### config.mk
export PLATFORM = sky130hd
export DESIGN_NAME = adcsq_host_flat
export DESIGN_NICKNAME = d
export VERILOG_FILES = /design/src/hdl/adcsq_pkg.sv /design/src/hdl/adcsq_if.sv /design/src/hdl/adcsq_host.sv /design/src/flat_wrapper.sv
export SDC_FILE = /design/constraint.sdc
export NUM_CORES = 1
export LEC_CHECK = 0
export CAP_MARGIN = 20
export CORE_UTILIZATION = 55
export CTS_CLUSTER_DIAMETER = 50
export DETAILED_ROUTE_END_ITERATION = 12
export DONT_BUFFER_PORTS = 1
export PLACE_DENSITY_LB_ADDON = 0.05
export SLEW_MARGIN = 30
export SYNTH_ARGS = -nofsm -noshare
export SYNTH_HDL_FRONTEND = slang
export SYNTH_SLANG_ARGS = --single-unit
### constraint.sdc
create_clock -name i_clk_sys -period 6.05 [get_ports i_clk_sys]
set_clock_uncertainty 0.15 [all_clocks]
set_input_delay 0 -clock i_clk_sys [delete_from_list [all_inputs] [get_ports i_clk_sys]]
set_output_delay 0 -clock i_clk_sys [all_outputs]
set_load 0.02 [all_outputs]
### src/hdl/adcsq_pkg.sv
// Purpose: shared constants for the converter setup sequencer ends
// Assumes: 50 MHz system clock, 24-bit serial write frames
// Notes:   frame is 8-bit address then 16-bit data, msb first
`default_nettype none
package adcsq_pkg;
    localparam int CLK_NS          = 20;
    localparam int SCLK_HALF_NS    = 80;
    localparam int SCLK_HALF_CYC   = (SCLK_HALF_NS / CLK_NS < 1) ? 1 : SCLK_HALF_NS / CLK_NS;
    localparam int PIN_HOLD_NS     = 200;
    localparam int PIN_HOLD_CYC    = (PIN_HOLD_NS + CLK_NS - 1) / CLK_NS;
    localparam int FRAME_BITS      = 24;

    localparam logic [7:0]  ADDR_SOFT_RESET = 8'h00;
    localparam logic [7:0]  ADDR_POWER      = 8'h0F;
    localparam logic [7:0]  ADDR_MODE       = 8'h31;
    localparam logic [7:0]  ADDR_SEL_FIRST  = 8'h3A;
    localparam logic [7:0]  ADDR_SEL_SECOND = 8'h3B;
    localparam logic [7:0]  ADDR_PHASE      = 8'h42;

    localparam logic [15:0] VAL_SOFT_RESET  = 16'h0001;
    localparam logic [15:0] VAL_POWER_DOWN  = 16'h0200;
    localparam logic [15:0] VAL_ACTIVE      = 16'h0000;
    localparam logic [15:0] VAL_MODE_SINGLE = 16'h0001;
    localparam logic [15:0] VAL_MODE_DUAL   = 16'h0102;
    localparam logic [15:0] VAL_SEL_INPUT1  = 16'h0202;
    localparam logic [15:0] VAL_SEL_INPUT2  = 16'h1010;

    localparam int POWER_DOWN_BIT   = 9;
    localparam int MODE_DUAL_BIT    = 8;
    localparam int MODE_DIV2_BIT    = 1;

    localparam logic [15:0] RST_POWER   = 16'h0000;
    localparam logic [15:0] RST_MODE    = VAL_MODE_SINGLE;
    localparam logic [15:0] RST_SEL     = VAL_SEL_INPUT1;
    localparam logic [15:0] RST_PHASE   = 16'h0000;
endpackage
`default_nettype wire

### src/hdl/adcsq_if.sv
// Purpose: pins between host sequencer and converter control end
// Assumes: host drives all control pins, bench drives the clock pair
// Notes:   all pins one-way, no tristate
`default_nettype none
interface adcsq_if;
    logic active_low_reset_pin;
    logic power_down_pin;
    logic ser_clk;
    logic ser_sel_n;
    logic ser_data;
    logic clock_pos_input;
    logic clock_neg_input;

    modport host
    (
        output active_low_reset_pin,
        output power_down_pin,
        output ser_clk,
        output ser_sel_n,
        output ser_data
    );
    modport device
    (
        input  active_low_reset_pin,
        input  power_down_pin,
        input  ser_clk,
        input  ser_sel_n,
        input  ser_data,
        input  clock_pos_input,
        input  clock_neg_input
    );
endinterface
`default_nettype wire

### src/hdl/adcsq_host.sv
// Purpose: host sequencer: reset, power down, mode change, input select
// Assumes: one command at a time, inputs held while o_busy is low
// Notes:   serial clock made by divider, data changes on falling edge
`default_nettype none
module adcsq_host
    import adcsq_pkg::*;
(
    input  wire logic        i_clk_sys,
    input  wire logic        i_reset_n,
    adcsq_if.host            pins,
    input  wire logic        i_cmd_init,
    input  wire logic        i_cmd_mode,
    input  wire logic        i_cmd_select,
    input  wire logic        i_use_pins,
    input  wire logic        i_dual,
    input  wire logic        i_phase_en,
    input  wire logic [15:0] i_phase,
    input  wire logic [15:0] i_sel_first,
    input  wire logic [15:0] i_sel_second,
    output logic             o_busy,
    output logic             o_done
);
    typedef enum logic [7:0]
    {
        H_IDLE  = 8'h01,
        H_RST   = 8'h02,
        H_PDON  = 8'h04,
        H_PHASE = 8'h08,
        H_MODE  = 8'h10,
        H_PDOFF = 8'h20,
        H_SEL1  = 8'h40,
        H_SEL2  = 8'h80
    } adcsq_state_t;

    adcsq_state_t state;
    adcsq_state_t next_state;
    logic        launched;
    logic        use_pins;
    logic        dual;
    logic        phase_en;
    logic [15:0] phase;
    logic [15:0] sel1;
    logic [15:0] sel2;
    logic        ser_busy;
    logic        ser_gap;
    logic        ser_fin;
    logic [7:0]  ser_div;
    logic [4:0]  ser_bits;
    logic [23:0] ser_shift;
    logic        pin_run;
    logic        pin_fin;
    logic [7:0]  pin_cnt;

    wire is_pin_step = use_pins && (state == H_RST || state == H_PDON || state == H_PDOFF);
    wire skip_step   = (state == H_PHASE) && !phase_en;
    wire step_fin    = ser_fin | pin_fin;

    logic [23:0] step_word;
    always_comb
    begin
        step_word = 24'h000000;
        unique case (state)
            H_RST:   step_word = {ADDR_SOFT_RESET, VAL_SOFT_RESET};
            H_PDON:  step_word = {ADDR_POWER, VAL_POWER_DOWN};
            H_PHASE: step_word = {ADDR_PHASE, phase};
            H_MODE:  step_word = {ADDR_MODE, dual ? VAL_MODE_DUAL : VAL_MODE_SINGLE};
            H_PDOFF: step_word = {ADDR_POWER, VAL_ACTIVE};
            H_SEL1:  step_word = {ADDR_SEL_FIRST, sel1};
            H_SEL2:  step_word = {ADDR_SEL_SECOND, sel2};
            H_IDLE:  step_word = 24'h000000;
        endcase
    end

    always_comb
    begin
        next_state = state;
        unique case (state)
            H_IDLE:  next_state = H_IDLE;
            H_RST:   next_state = H_PDON;
            H_PDON:  next_state = H_PHASE;
            H_PHASE: next_state = H_MODE;
            H_MODE:  next_state = H_PDOFF;
            H_PDOFF: next_state = H_SEL1;
            H_SEL1:  next_state = H_SEL2;
            H_SEL2:  next_state = H_IDLE;
        endcase
    end

    wire launch = (state != H_IDLE) && !launched && !skip_step;
    wire ser_start = launch && !is_pin_step;
    wire pin_start = launch && is_pin_step;

    always_ff @(posedge i_clk_sys or negedge i_reset_n)
    begin
        if (!i_reset_n)
        begin
            state    <= H_IDLE;
            launched <= 1'b0;
            o_busy   <= 1'b0;
            o_done   <= 1'b0;
        end
        else
        begin
            o_done <= 1'b0;
            if (state == H_IDLE)
            begin
                if (i_cmd_init)
                    state <= H_RST;
                else if (i_cmd_mode)
                    state <= H_PDON;
                else if (i_cmd_select)
                    state <= H_SEL1;
                o_busy <= i_cmd_init | i_cmd_mode | i_cmd_select;
            end
            else if (skip_step || step_fin)
            begin
                state    <= next_state;
                launched <= 1'b0;
                if (next_state == H_IDLE)
                begin
                    o_busy <= 1'b0;
                    o_done <= 1'b1;
                end
            end
            else if (launch)
                launched <= 1'b1;
        end
    end

    // command arguments held for the whole sequence
    always_ff @(posedge i_clk_sys or negedge i_reset_n)
    begin
        if (!i_reset_n)
        begin
            use_pins <= 1'b0;
            dual     <= 1'b0;
            phase_en <= 1'b0;
            phase    <= RST_PHASE;
            sel1     <= RST_SEL;
            sel2     <= RST_SEL;
        end
        else if (state == H_IDLE && (i_cmd_init | i_cmd_mode | i_cmd_select))
        begin
            use_pins <= i_use_pins;
            dual     <= i_dual;
            phase_en <= i_phase_en;
            phase    <= i_phase;
            sel1     <= i_sel_first;
            sel2     <= i_sel_second;
        end
    end

    always_ff @(posedge i_clk_sys or negedge i_reset_n)
    begin
        if (!i_reset_n)
        begin
            pin_run                   <= 1'b0;
            pin_fin                   <= 1'b0;
            pin_cnt                   <= 8'h00;
            pins.active_low_reset_pin <= 1'b1;
            pins.power_down_pin       <= 1'b0;
        end
        else
        begin
            pin_fin <= 1'b0;
            if (pin_start)
            begin
                pin_run <= 1'b1;
                pin_cnt <= 8'h00;
                if (state == H_RST)
                    pins.active_low_reset_pin <= 1'b0;
                else
                    pins.power_down_pin <= (state == H_PDON);
            end
            else if (pin_run)
            begin
                pin_cnt <= pin_cnt + 8'h01;
                if (pin_cnt == 8'(PIN_HOLD_CYC - 1))
                    pins.active_low_reset_pin <= 1'b1;
                if (pin_cnt == 8'(2 * PIN_HOLD_CYC - 1))
                begin
                    pin_run <= 1'b0;
                    pin_fin <= 1'b1;
                end
            end
        end
    end

    // serial write engine
    always_ff @(posedge i_clk_sys or negedge i_reset_n)
    begin
        if (!i_reset_n)
        begin
            ser_busy       <= 1'b0;
            ser_gap        <= 1'b0;
            ser_fin        <= 1'b0;
            ser_div        <= 8'h00;
            ser_bits       <= 5'h00;
            ser_shift      <= 24'h000000;
            pins.ser_clk   <= 1'b0;
            pins.ser_sel_n <= 1'b1;
            pins.ser_data  <= 1'b0;
        end
        else
        begin
            ser_fin <= 1'b0;
            if (ser_start)
            begin
                ser_busy       <= 1'b1;
                ser_gap        <= 1'b0;
                ser_div        <= 8'h00;
                ser_bits       <= 5'h00;
                ser_shift      <= step_word;
                pins.ser_sel_n <= 1'b0;
                pins.ser_data  <= step_word[23];
                pins.ser_clk   <= 1'b0;
            end
            else if (ser_busy && ser_gap)
            begin
                ser_div <= ser_div + 8'h01;
                if (ser_div == 8'(2 * SCLK_HALF_CYC - 1))
                begin
                    ser_busy <= 1'b0;
                    ser_fin  <= 1'b1;
                end
            end
            else if (ser_busy)
            begin
                ser_div <= ser_div + 8'h01;
                if (ser_div == 8'(SCLK_HALF_CYC - 1))
                begin
                    ser_div <= 8'h00;
                    if (!pins.ser_clk)
                    begin
                        pins.ser_clk <= 1'b1;
                        ser_bits     <= ser_bits + 5'h01;
                    end
                    else
                    begin
                        pins.ser_clk <= 1'b0;
                        if (ser_bits == 5'(FRAME_BITS))
                        begin
                            pins.ser_sel_n <= 1'b1;
                            ser_gap        <= 1'b1;
                        end
                        else
                        begin
                            ser_shift     <= {ser_shift[22:0], 1'b0};
                            pins.ser_data <= ser_shift[22];
                        end
                    end
                end
            end
        end
    end
endmodule
`default_nettype wire

### src/flat_wrapper.sv
// flat-port wrapper written by rule: the top's interface ports become plain ports
module adcsq_host_flat import adcsq_pkg::*;
  (i_clk_sys, i_reset_n, i_cmd_init, i_cmd_mode, i_cmd_select, i_use_pins, i_dual, i_phase_en, i_phase, i_sel_first, i_sel_second, o_busy, o_done, pins_active_low_reset_pin, pins_power_down_pin, pins_ser_clk, pins_ser_sel_n, pins_ser_data);
  adcsq_if pins_i ();
  input  wire logic i_clk_sys;
  input  wire logic i_reset_n;
  input  wire logic i_cmd_init;
  input  wire logic i_cmd_mode;
  input  wire logic i_cmd_select;
  input  wire logic i_use_pins;
  input  wire logic i_dual;
  input  wire logic i_phase_en;
  input  wire logic [15:0] i_phase;
  input  wire logic [15:0] i_sel_first;
  input  wire logic [15:0] i_sel_second;
  output logic o_busy;
  output logic o_done;
  output wire logic [$bits(pins_i.active_low_reset_pin)-1:0] pins_active_low_reset_pin;
  output wire logic [$bits(pins_i.power_down_pin)-1:0] pins_power_down_pin;
  output wire logic [$bits(pins_i.ser_clk)-1:0] pins_ser_clk;
  output wire logic [$bits(pins_i.ser_sel_n)-1:0] pins_ser_sel_n;
  output wire logic [$bits(pins_i.ser_data)-1:0] pins_ser_data;
  assign pins_active_low_reset_pin = pins_i.active_low_reset_pin;
  assign pins_power_down_pin = pins_i.power_down_pin;
  assign pins_ser_clk = pins_i.ser_clk;
  assign pins_ser_sel_n = pins_i.ser_sel_n;
  assign pins_ser_data = pins_i.ser_data;
  adcsq_host u_core (.i_clk_sys(i_clk_sys), .i_reset_n(i_reset_n), .pins(pins_i), .i_cmd_init(i_cmd_init), .i_cmd_mode(i_cmd_mode), .i_cmd_select(i_cmd_select), .i_use_pins(i_use_pins), .i_dual(i_dual), .i_phase_en(i_phase_en), .i_phase(i_phase), .i_sel_first(i_sel_first), .i_sel_second(i_sel_second), .o_busy(o_busy), .o_done(o_done));
endmodule
==> out/metrics.cfg, run 1 <==
[drt]
wire_per_inst_microns = 17.8
vias = 3890
viasPerCell = 5.52
totalWireLength_microns = 12600
drt_iter0_drc = 193
post-route-drc-count = 0
ant_nets = 0
firstDrtPassIters = 5

[synthesis]
ys_seq_elements = 116
synth_top_area_cell = dfrtp_1
synth_edf_count = 0
yosys.area_share.simple_pct = 13.3
synth_top_family_by_area = multiplexers
synth_nets = 517
synth-xor-area-share_pct = 2.98
synth_area_leaders = dfrtp_1 (49%), mux2_2 (11%), mux2i_1 (7.2%), dfstp_2 (3.3%), xor2_1 (2.0%)
yosysMostFrequentCell = dfrtp_1
synth_top_area_share_pct = 48.8
post_synth.cell_area_avg_sq_um = 12.2
synthAdderAreaFrac_pct = 1.12
synthCells = 456
async_flop_share_pct = 100
synth.cell_area_sq_mm = 0.00559
ys_types = 61
synth-seq-area-share_pct = 52.1
synth-main-ff-cell = dfrtp_1
synthTopCellsByCount = dfrtp_1 (109), mux2_2 (56), mux2i_1 (40)
synth-compound-area-share_pct = 8.31
synth_mux_area_share_pct = 18.7
yosys_warnings = 0

[grt]
grt.overflow.total = 0
grt_pass1_wl_microns = 19700
grt_pass1_vias = 3875
antenna_found_initial = 0
grt_start_max_net_pins = 110
grt.total_usage_pct = 25.9

[timing]
period_needed_ps = 3530
hold_viol_final = 0
post-route-period-util_pct = 58.3
slew_viol_final = 0
max_clock_freq_mhz = 283
worst_pin_slew_ps = 905
rsz0062_at_grt = false
fin_ws_ps = 2520
setup_violations = 0
fin_setup_tns_ps = 0
slew_headroom_pct = 39.2

[place]
hpwl_microns = 6820
preCtsSetupSlack_ps = 3080
finalWeightedCongestion = 0.834
port_buffers = 0

[power_and_ir_drop]
leakagePower_nw = 3.72
switching_share_pct = 20.2
pwr-share-clk_pct = 52.2
pwr-share-comb_pct = 2.9
p_sw_mw = 0.350
irDropWorstVdd_uv = 232
p_per_area_mw_per_mm2 = 238
seq_power_share_pct = 44.9
internal-power_mw = 1.38

[worst_setup_path]
critPathLaunchType = flop
crit_slowest_cell = dlygate4sd3_1
path_class = flop to flop
cp_max_fo = 10
arrival_ps = 3790
crit_required_ps = 6310
cp-end-kind = flop
r2r_slack_ps = 2520
crit_path_frequent_cell = dlygate4sd3_1
critical_path.cell_chain = or4b_4 -> nor2_2 -> o31ai_4 -> dlygate4sd3_1 -> a21boi_4 -> a22o_1 -> dlygate4sd3_1
slowest_delay_ps = 650
r2r_cells = 7

[final_layout]
nets = 620
antenna_cells = 0
area_delta_synth_final_pct = 30.2
final_layout_size_suffix_gt1_share_pct = 20.6
final.fill_count = 683

[floorplan]
die_width_microns = 103
die_height_microns = 103
core.rowCount = 36
start_util_pct = 56.9
core_sq_mm = 0.00982
dieArea_sq_mm = 0.0106
pin_count = 63

[job]
max_cap_viol_count = 0

[cts]
numClockSinks = 116
cts_tree = built
cts-hold-fix-buffers = 106
clock_latency_ps = 530
clkTransAtPathRegs_ps = 50
cts_setup_buffers = 0
clk_path_buf_depth = 2
cts-root-buf = clkbuf_8
h-tree-depth = 4
postCtsResizedCells = 0
cts_buffers = 17

[run_status]
status = completed

[min_path]
min_path_type = input port to flop
whs_path_depth = 2

-- cell usage in the layout, fill, tap and decap left out, types with 7 or more instances in the layout --
cell type / n
a22o_1: 11
xor2_1: 13
clkbuf_8: 8
nand3_1: 12
dlygate4sd3_1: 104
inv_1: 12
nand4_1: 7
nand2_1: 15
mux2i_1: 40
nor3_1: 8
dfstp_2: 7
a21oi_1: 22
nor2_1: 25
mux2_2: 56
and3_1: 7
clkbuf_16: 16
o21ai_0: 7
dfrtp_1: 109
-- per-stage QoR --
stage | power, mW | std cells | hold slack (ps) | cell area, sq um | util [%]
after floorplan | 0.791 | 456 | -446 | 5590 | -
after CTS | 1.75 | 705 | 0.386 | 7270 | 74.1
final | 1.73 | 705 | 22.6 | 7270 | 74.1
after global routing | 1.79 | 705 | 9.75 | 7270 | 74.1
after global placement | 0.791 | 566 | -442 | 5620 | 57.2
after detailed placement | 0.791 | 567 | -442 | 5630 | 57.4
-- cells by family after synthesis --
group,Yosys count
mux,97
simple gates,120
fa+ha+maj,5
buf+inv,36
compound gates,63
xor+xnor,19
flops,116
-- per-layer routing --
metal | vias up | share of wire (%) | global-route usage, % | wire [microns]
met4 | 0 | 1.2 | 8.99 | 153
met3 | 18 | 4.8 | 7.86 | 609
met2 | 94 | 49 | 41.1 | 6160
met5 | - | 0 | 0 | 0
li1 | 1858 | - | - | -
met1 | 1920 | 45 | 34.1 | 5650
-- critical path, delay by kind of cell (launching register included) --
family | cells | cell delay, ps
buffers and inverters | 2 | 1200
and+or+nand+nor | 2 | 790
AOI/OAI and AO/OA | 3 | 650
DFF | 1 | 620
-- power by group through the flow --
stage | Sequential, mW | Combinational, mW | Clock (mW)
after floorplan | 0.790 | 0.000477 | 0
after global placement | 0.790 | 0.000476 | 0
after detailed placement | 0.790 | 0.000476 | 0
after CTS | 0.777 | 0.0507 | 0.922
after global routing | 0.776 | 0.0563 | 0.959
final | 0.777 | 0.0506 | 0.904
-- worst paths after layout --
path,from,to
min,i_sel_first[9],u_core.sel1[9]
max reg2reg,u_core.state[0],u_core.state[1]
min in group asynchronous,i_reset_n,u_core.pins.ser_sel_n
min reg2reg,u_core.launched,u_core.launched
max in group asynchronous,i_reset_n,u_core.phase[14]
max,u_core.state[0],u_core.state[1]
-- flip-flops by register name (all words and copies together), names as in the netlist, 5 cells and up --
name and cells:
u_core.sel2 16, u_core.ser_div 8, u_core.ser_bits 5, u_core.pin_cnt 8
u_core.ser_shift 23, u_core.sel1 16, u_core.phase 16, u_core.state 8
-- final cells by class --
class                   count  area (sq um)  share of cell area [%]
well taps                 133           166                    2.29
repair buffers            108          1110                    15.3
multi-input cells         304          2490                    34.2
clock inverters             4          20.0                   0.275
flip-flops and latches    116          2910                    40.0
inverters                  12          45.0                   0.619
clock buffers              28           526                    7.23
No activity file was read; power rests on OpenSTA's default activity.
==> run 2: changes to the inputs <==
==> constraint.sdc (replaced) <==
create_clock -name i_clk_sys -period 3.15 [get_ports i_clk_sys]
set_clock_uncertainty 0.15 [all_clocks]
set_input_delay 0 -clock i_clk_sys [delete_from_list [all_inputs] [get_ports i_clk_sys]]
set_output_delay 0 -clock i_clk_sys [all_outputs]
set_load 0.02 [all_outputs]
==> run 2 against run 1 <==
Effect of this change: core utilization grew 0.78 points; cell count is 1.1% higher; sequential cell count unchanged; total power increased by 95%; count of clock-buffer cells in the layout decreased by 10; via count is 4.5% higher; fmax grew 19%; worst setup slack lost 2300 ps; die area unchanged; non-clock buffer count increased by 8; cell area increased by 1.0%.
==> out/metrics.cfg, run 2 (same netlist as run 1, synthesis figures left out) <==
[run_status]
status = completed  ; unchanged

[worst_setup_path]
arrival_ps = 3190  ; was 3790 ps
crit_required_ps = 3380  ; was 6310 ps
cp-end-kind = flop  ; unchanged
path_class = flop to flop  ; unchanged
r2r_slack_ps = 190  ; was 2520 ps
critPathLaunchType = flop  ; unchanged
cp_max_fo = 34  ; was 10

[final_layout]
antenna_cells = 0  ; unchanged
regMostFlops = u_core.ser_shift  ; unchanged
final.fill_count = 652  ; was 683
multi_input_area_sq_mm = 0.00249  ; unchanged
final_area_sq_mm = 0.00735  ; was 0.00727 sq mm
fin_cells = 713  ; was 705
area_delta_synth_final_pct = 31.6  ; was 30.2%
seq_area_sq_mm = 0.00291  ; unchanged
final_cell_mix = dlygate4sd3_1 (109), dfrtp_1 (109), mux2_2 (56), mux2i_1 (40), nor2_1 (25)  ; was dfrtp_1 (109), dlygate4sd3_1 (104), mux2_2 (56), mux2i_1 (40), nor2_1 (25)
nets = 628  ; was 620
final_layout_size_suffix_gt1_share_pct = 21.6  ; was 20.6%
largest_reg_flops = 23  ; unchanged

[floorplan]
core_sq_mm = 0.00982  ; unchanged
core.rowCount = 36  ; unchanged
die_height_microns = 103  ; unchanged
start_util_pct = 56.9  ; unchanged
pin_count = 63  ; unchanged
die_width_microns = 103  ; unchanged
dieArea_sq_mm = 0.0106  ; unchanged

[cts]
h-tree-depth = 4  ; unchanged
cts_buffers = 17  ; unchanged
clock_latency_ps = 520  ; was 530 ps
cts-root-buf = clkbuf_8  ; unchanged
clkTransAtPathRegs_ps = 60  ; was 50 ps
numClockSinks = 116  ; unchanged
cts_tree = built  ; unchanged
clk_path_buf_depth = 2  ; unchanged
cts_setup_buffers = 0  ; unchanged

[drt]
ant_nets = 0  ; unchanged
wire_per_inst_microns = 18.5  ; was 17.8 microns
firstDrtPassIters = 5  ; unchanged
post-route-drc-count = 0  ; unchanged
totalWireLength_microns = 13200  ; was 12600 microns
viasPerCell = 5.70  ; was 5.52
vias = 4065  ; was 3890
drt_iter0_drc = 208  ; was 193

[grt]
grt_start_max_net_pins = 117  ; was 110
grt_pass1_vias = 4144  ; was 3875
grt.overflow.total = 0  ; unchanged
grt.total_usage_pct = 26.9  ; was 25.9%
grt_pass1_wl_microns = 20800  ; was 19700 microns
antenna_found_initial = 0  ; unchanged

[timing]
max_clock_freq_mhz = 338  ; was 283 MHz
hold_viol_final = 0  ; unchanged
timing.hold.ws_ps = 304  ; was 22.6 ps
slew_viol_final = 0  ; unchanged
worst_pin_slew_ps = 823  ; was 905 ps
fin_setup_tns_ps = 0  ; unchanged
slew_headroom_pct = 45.1  ; was 39.2%
setup_violations = 0  ; unchanged
rsz0062_at_grt = false  ; unchanged
period_needed_ps = 2960  ; was 3530 ps
post-route-period-util_pct = 93.9  ; was 58.3%

[place]
finalWeightedCongestion = 0.874  ; was 0.834
placed_cell_area_sq_mm = 0.00567  ; was 0.00563 sq mm
port_buffers = 0  ; unchanged
place_inst = 571  ; was 567
hpwl_microns = 7140  ; was 6820 microns

[power_and_ir_drop]
leakagePower_nw = 3.76  ; was 3.72 nW
irDropWorstVdd_uv = 331  ; was 232 uV
total_power_mw = 3.37  ; was 1.73 mW
p_per_area_mw_per_mm2 = 459  ; was 238 mW/mm^2

[min_path]
min_path_type = input port to flop  ; unchanged

[job]
max_cap_viol_count = 0  ; unchanged

[run 2: cell types whose count changed in the layout (fill, tap and decap cells not counted), sizes merged]
cell / before / now
buf: 4 / 7
clkbuf: 28 / 18
clkinvlp: 0 / 3
inv: 12 / 16
clkinv: 4 / 6
dlygate4sd3: 104 / 109
bufinv: 0 / 1
[run 2: what timing repair did]
item / CTS / global route
hold buffers: 110 / 0
resized for setup: 0 / 0
endpoints found under the hold margin: 175 / 0
setup endpoints to repair: 0 / 0
[run 2: path summary, 6_finish.rpt]
check / cells after the start / startpoint / endpoint
max in group asynchronous: 3 / i_reset_n / u_core.ser_shift[7]
setup / recovery: 6 / u_core.state[0] / u_core.sel2[7]
hold / removal: 4 / i_cmd_mode / u_core.state[2]
hold reg to reg: 2 / u_core.pins.ser_sel_n / u_core.pins.ser_sel_n
setup reg to reg: 6 / u_core.state[0] / u_core.sel2[7]
min in group asynchronous: 3 / i_reset_n / u_core.sel2[10]
[run 2: power breakdown]
group          total [mW]  switching, mW  internal [mW]
Clock                1.79          0.714           1.07
Combinational      0.0931         0.0425         0.0506
Sequential           1.49              0           1.49
[run 2: per-stage QoR]
| step | util [%] | setup WS (ps) |
|---|---|---|
| finish | 74.8 | 194 |
| global placement | 57.6 | 544 |
| CTS | 74.8 | 281 |
| floorplan | - | 890 |
| global route | 74.8 | 164 |
| detailed placement | 57.8 | 519 |
[run 2: final cells by class]
| class | instances | area share (%) |
|---|---|---|
| inverters | 12 | 0.613 |
| multi-input cells | 304 | 33.9 |
| flip-flops and latches | 116 | 39.6 |
| repair buffers | 116 | 16.1 |
| clock buffers | 18 | 5.82 |
| clock inverters | 14 | 1.75 |
| well taps | 133 | 2.26 |
[run 2: layer usage]
metal | track usage, % | part of all wire [%]
met5 | 0 | 0
met4 | 10.5 | 2.0
met3 | 7.46 | 4.3
met2 | 44.7 | 50
met1 | 33.6 | 43
[run 2: worst max-delay path, stage by stage (launching register included)]
cell,delay [ps]
dfstp_2,610
or4b_4,500
nor2_2,250
o31ai_4,190
buf_12,220
mux2_2,300
dlygate4sd3_1,590
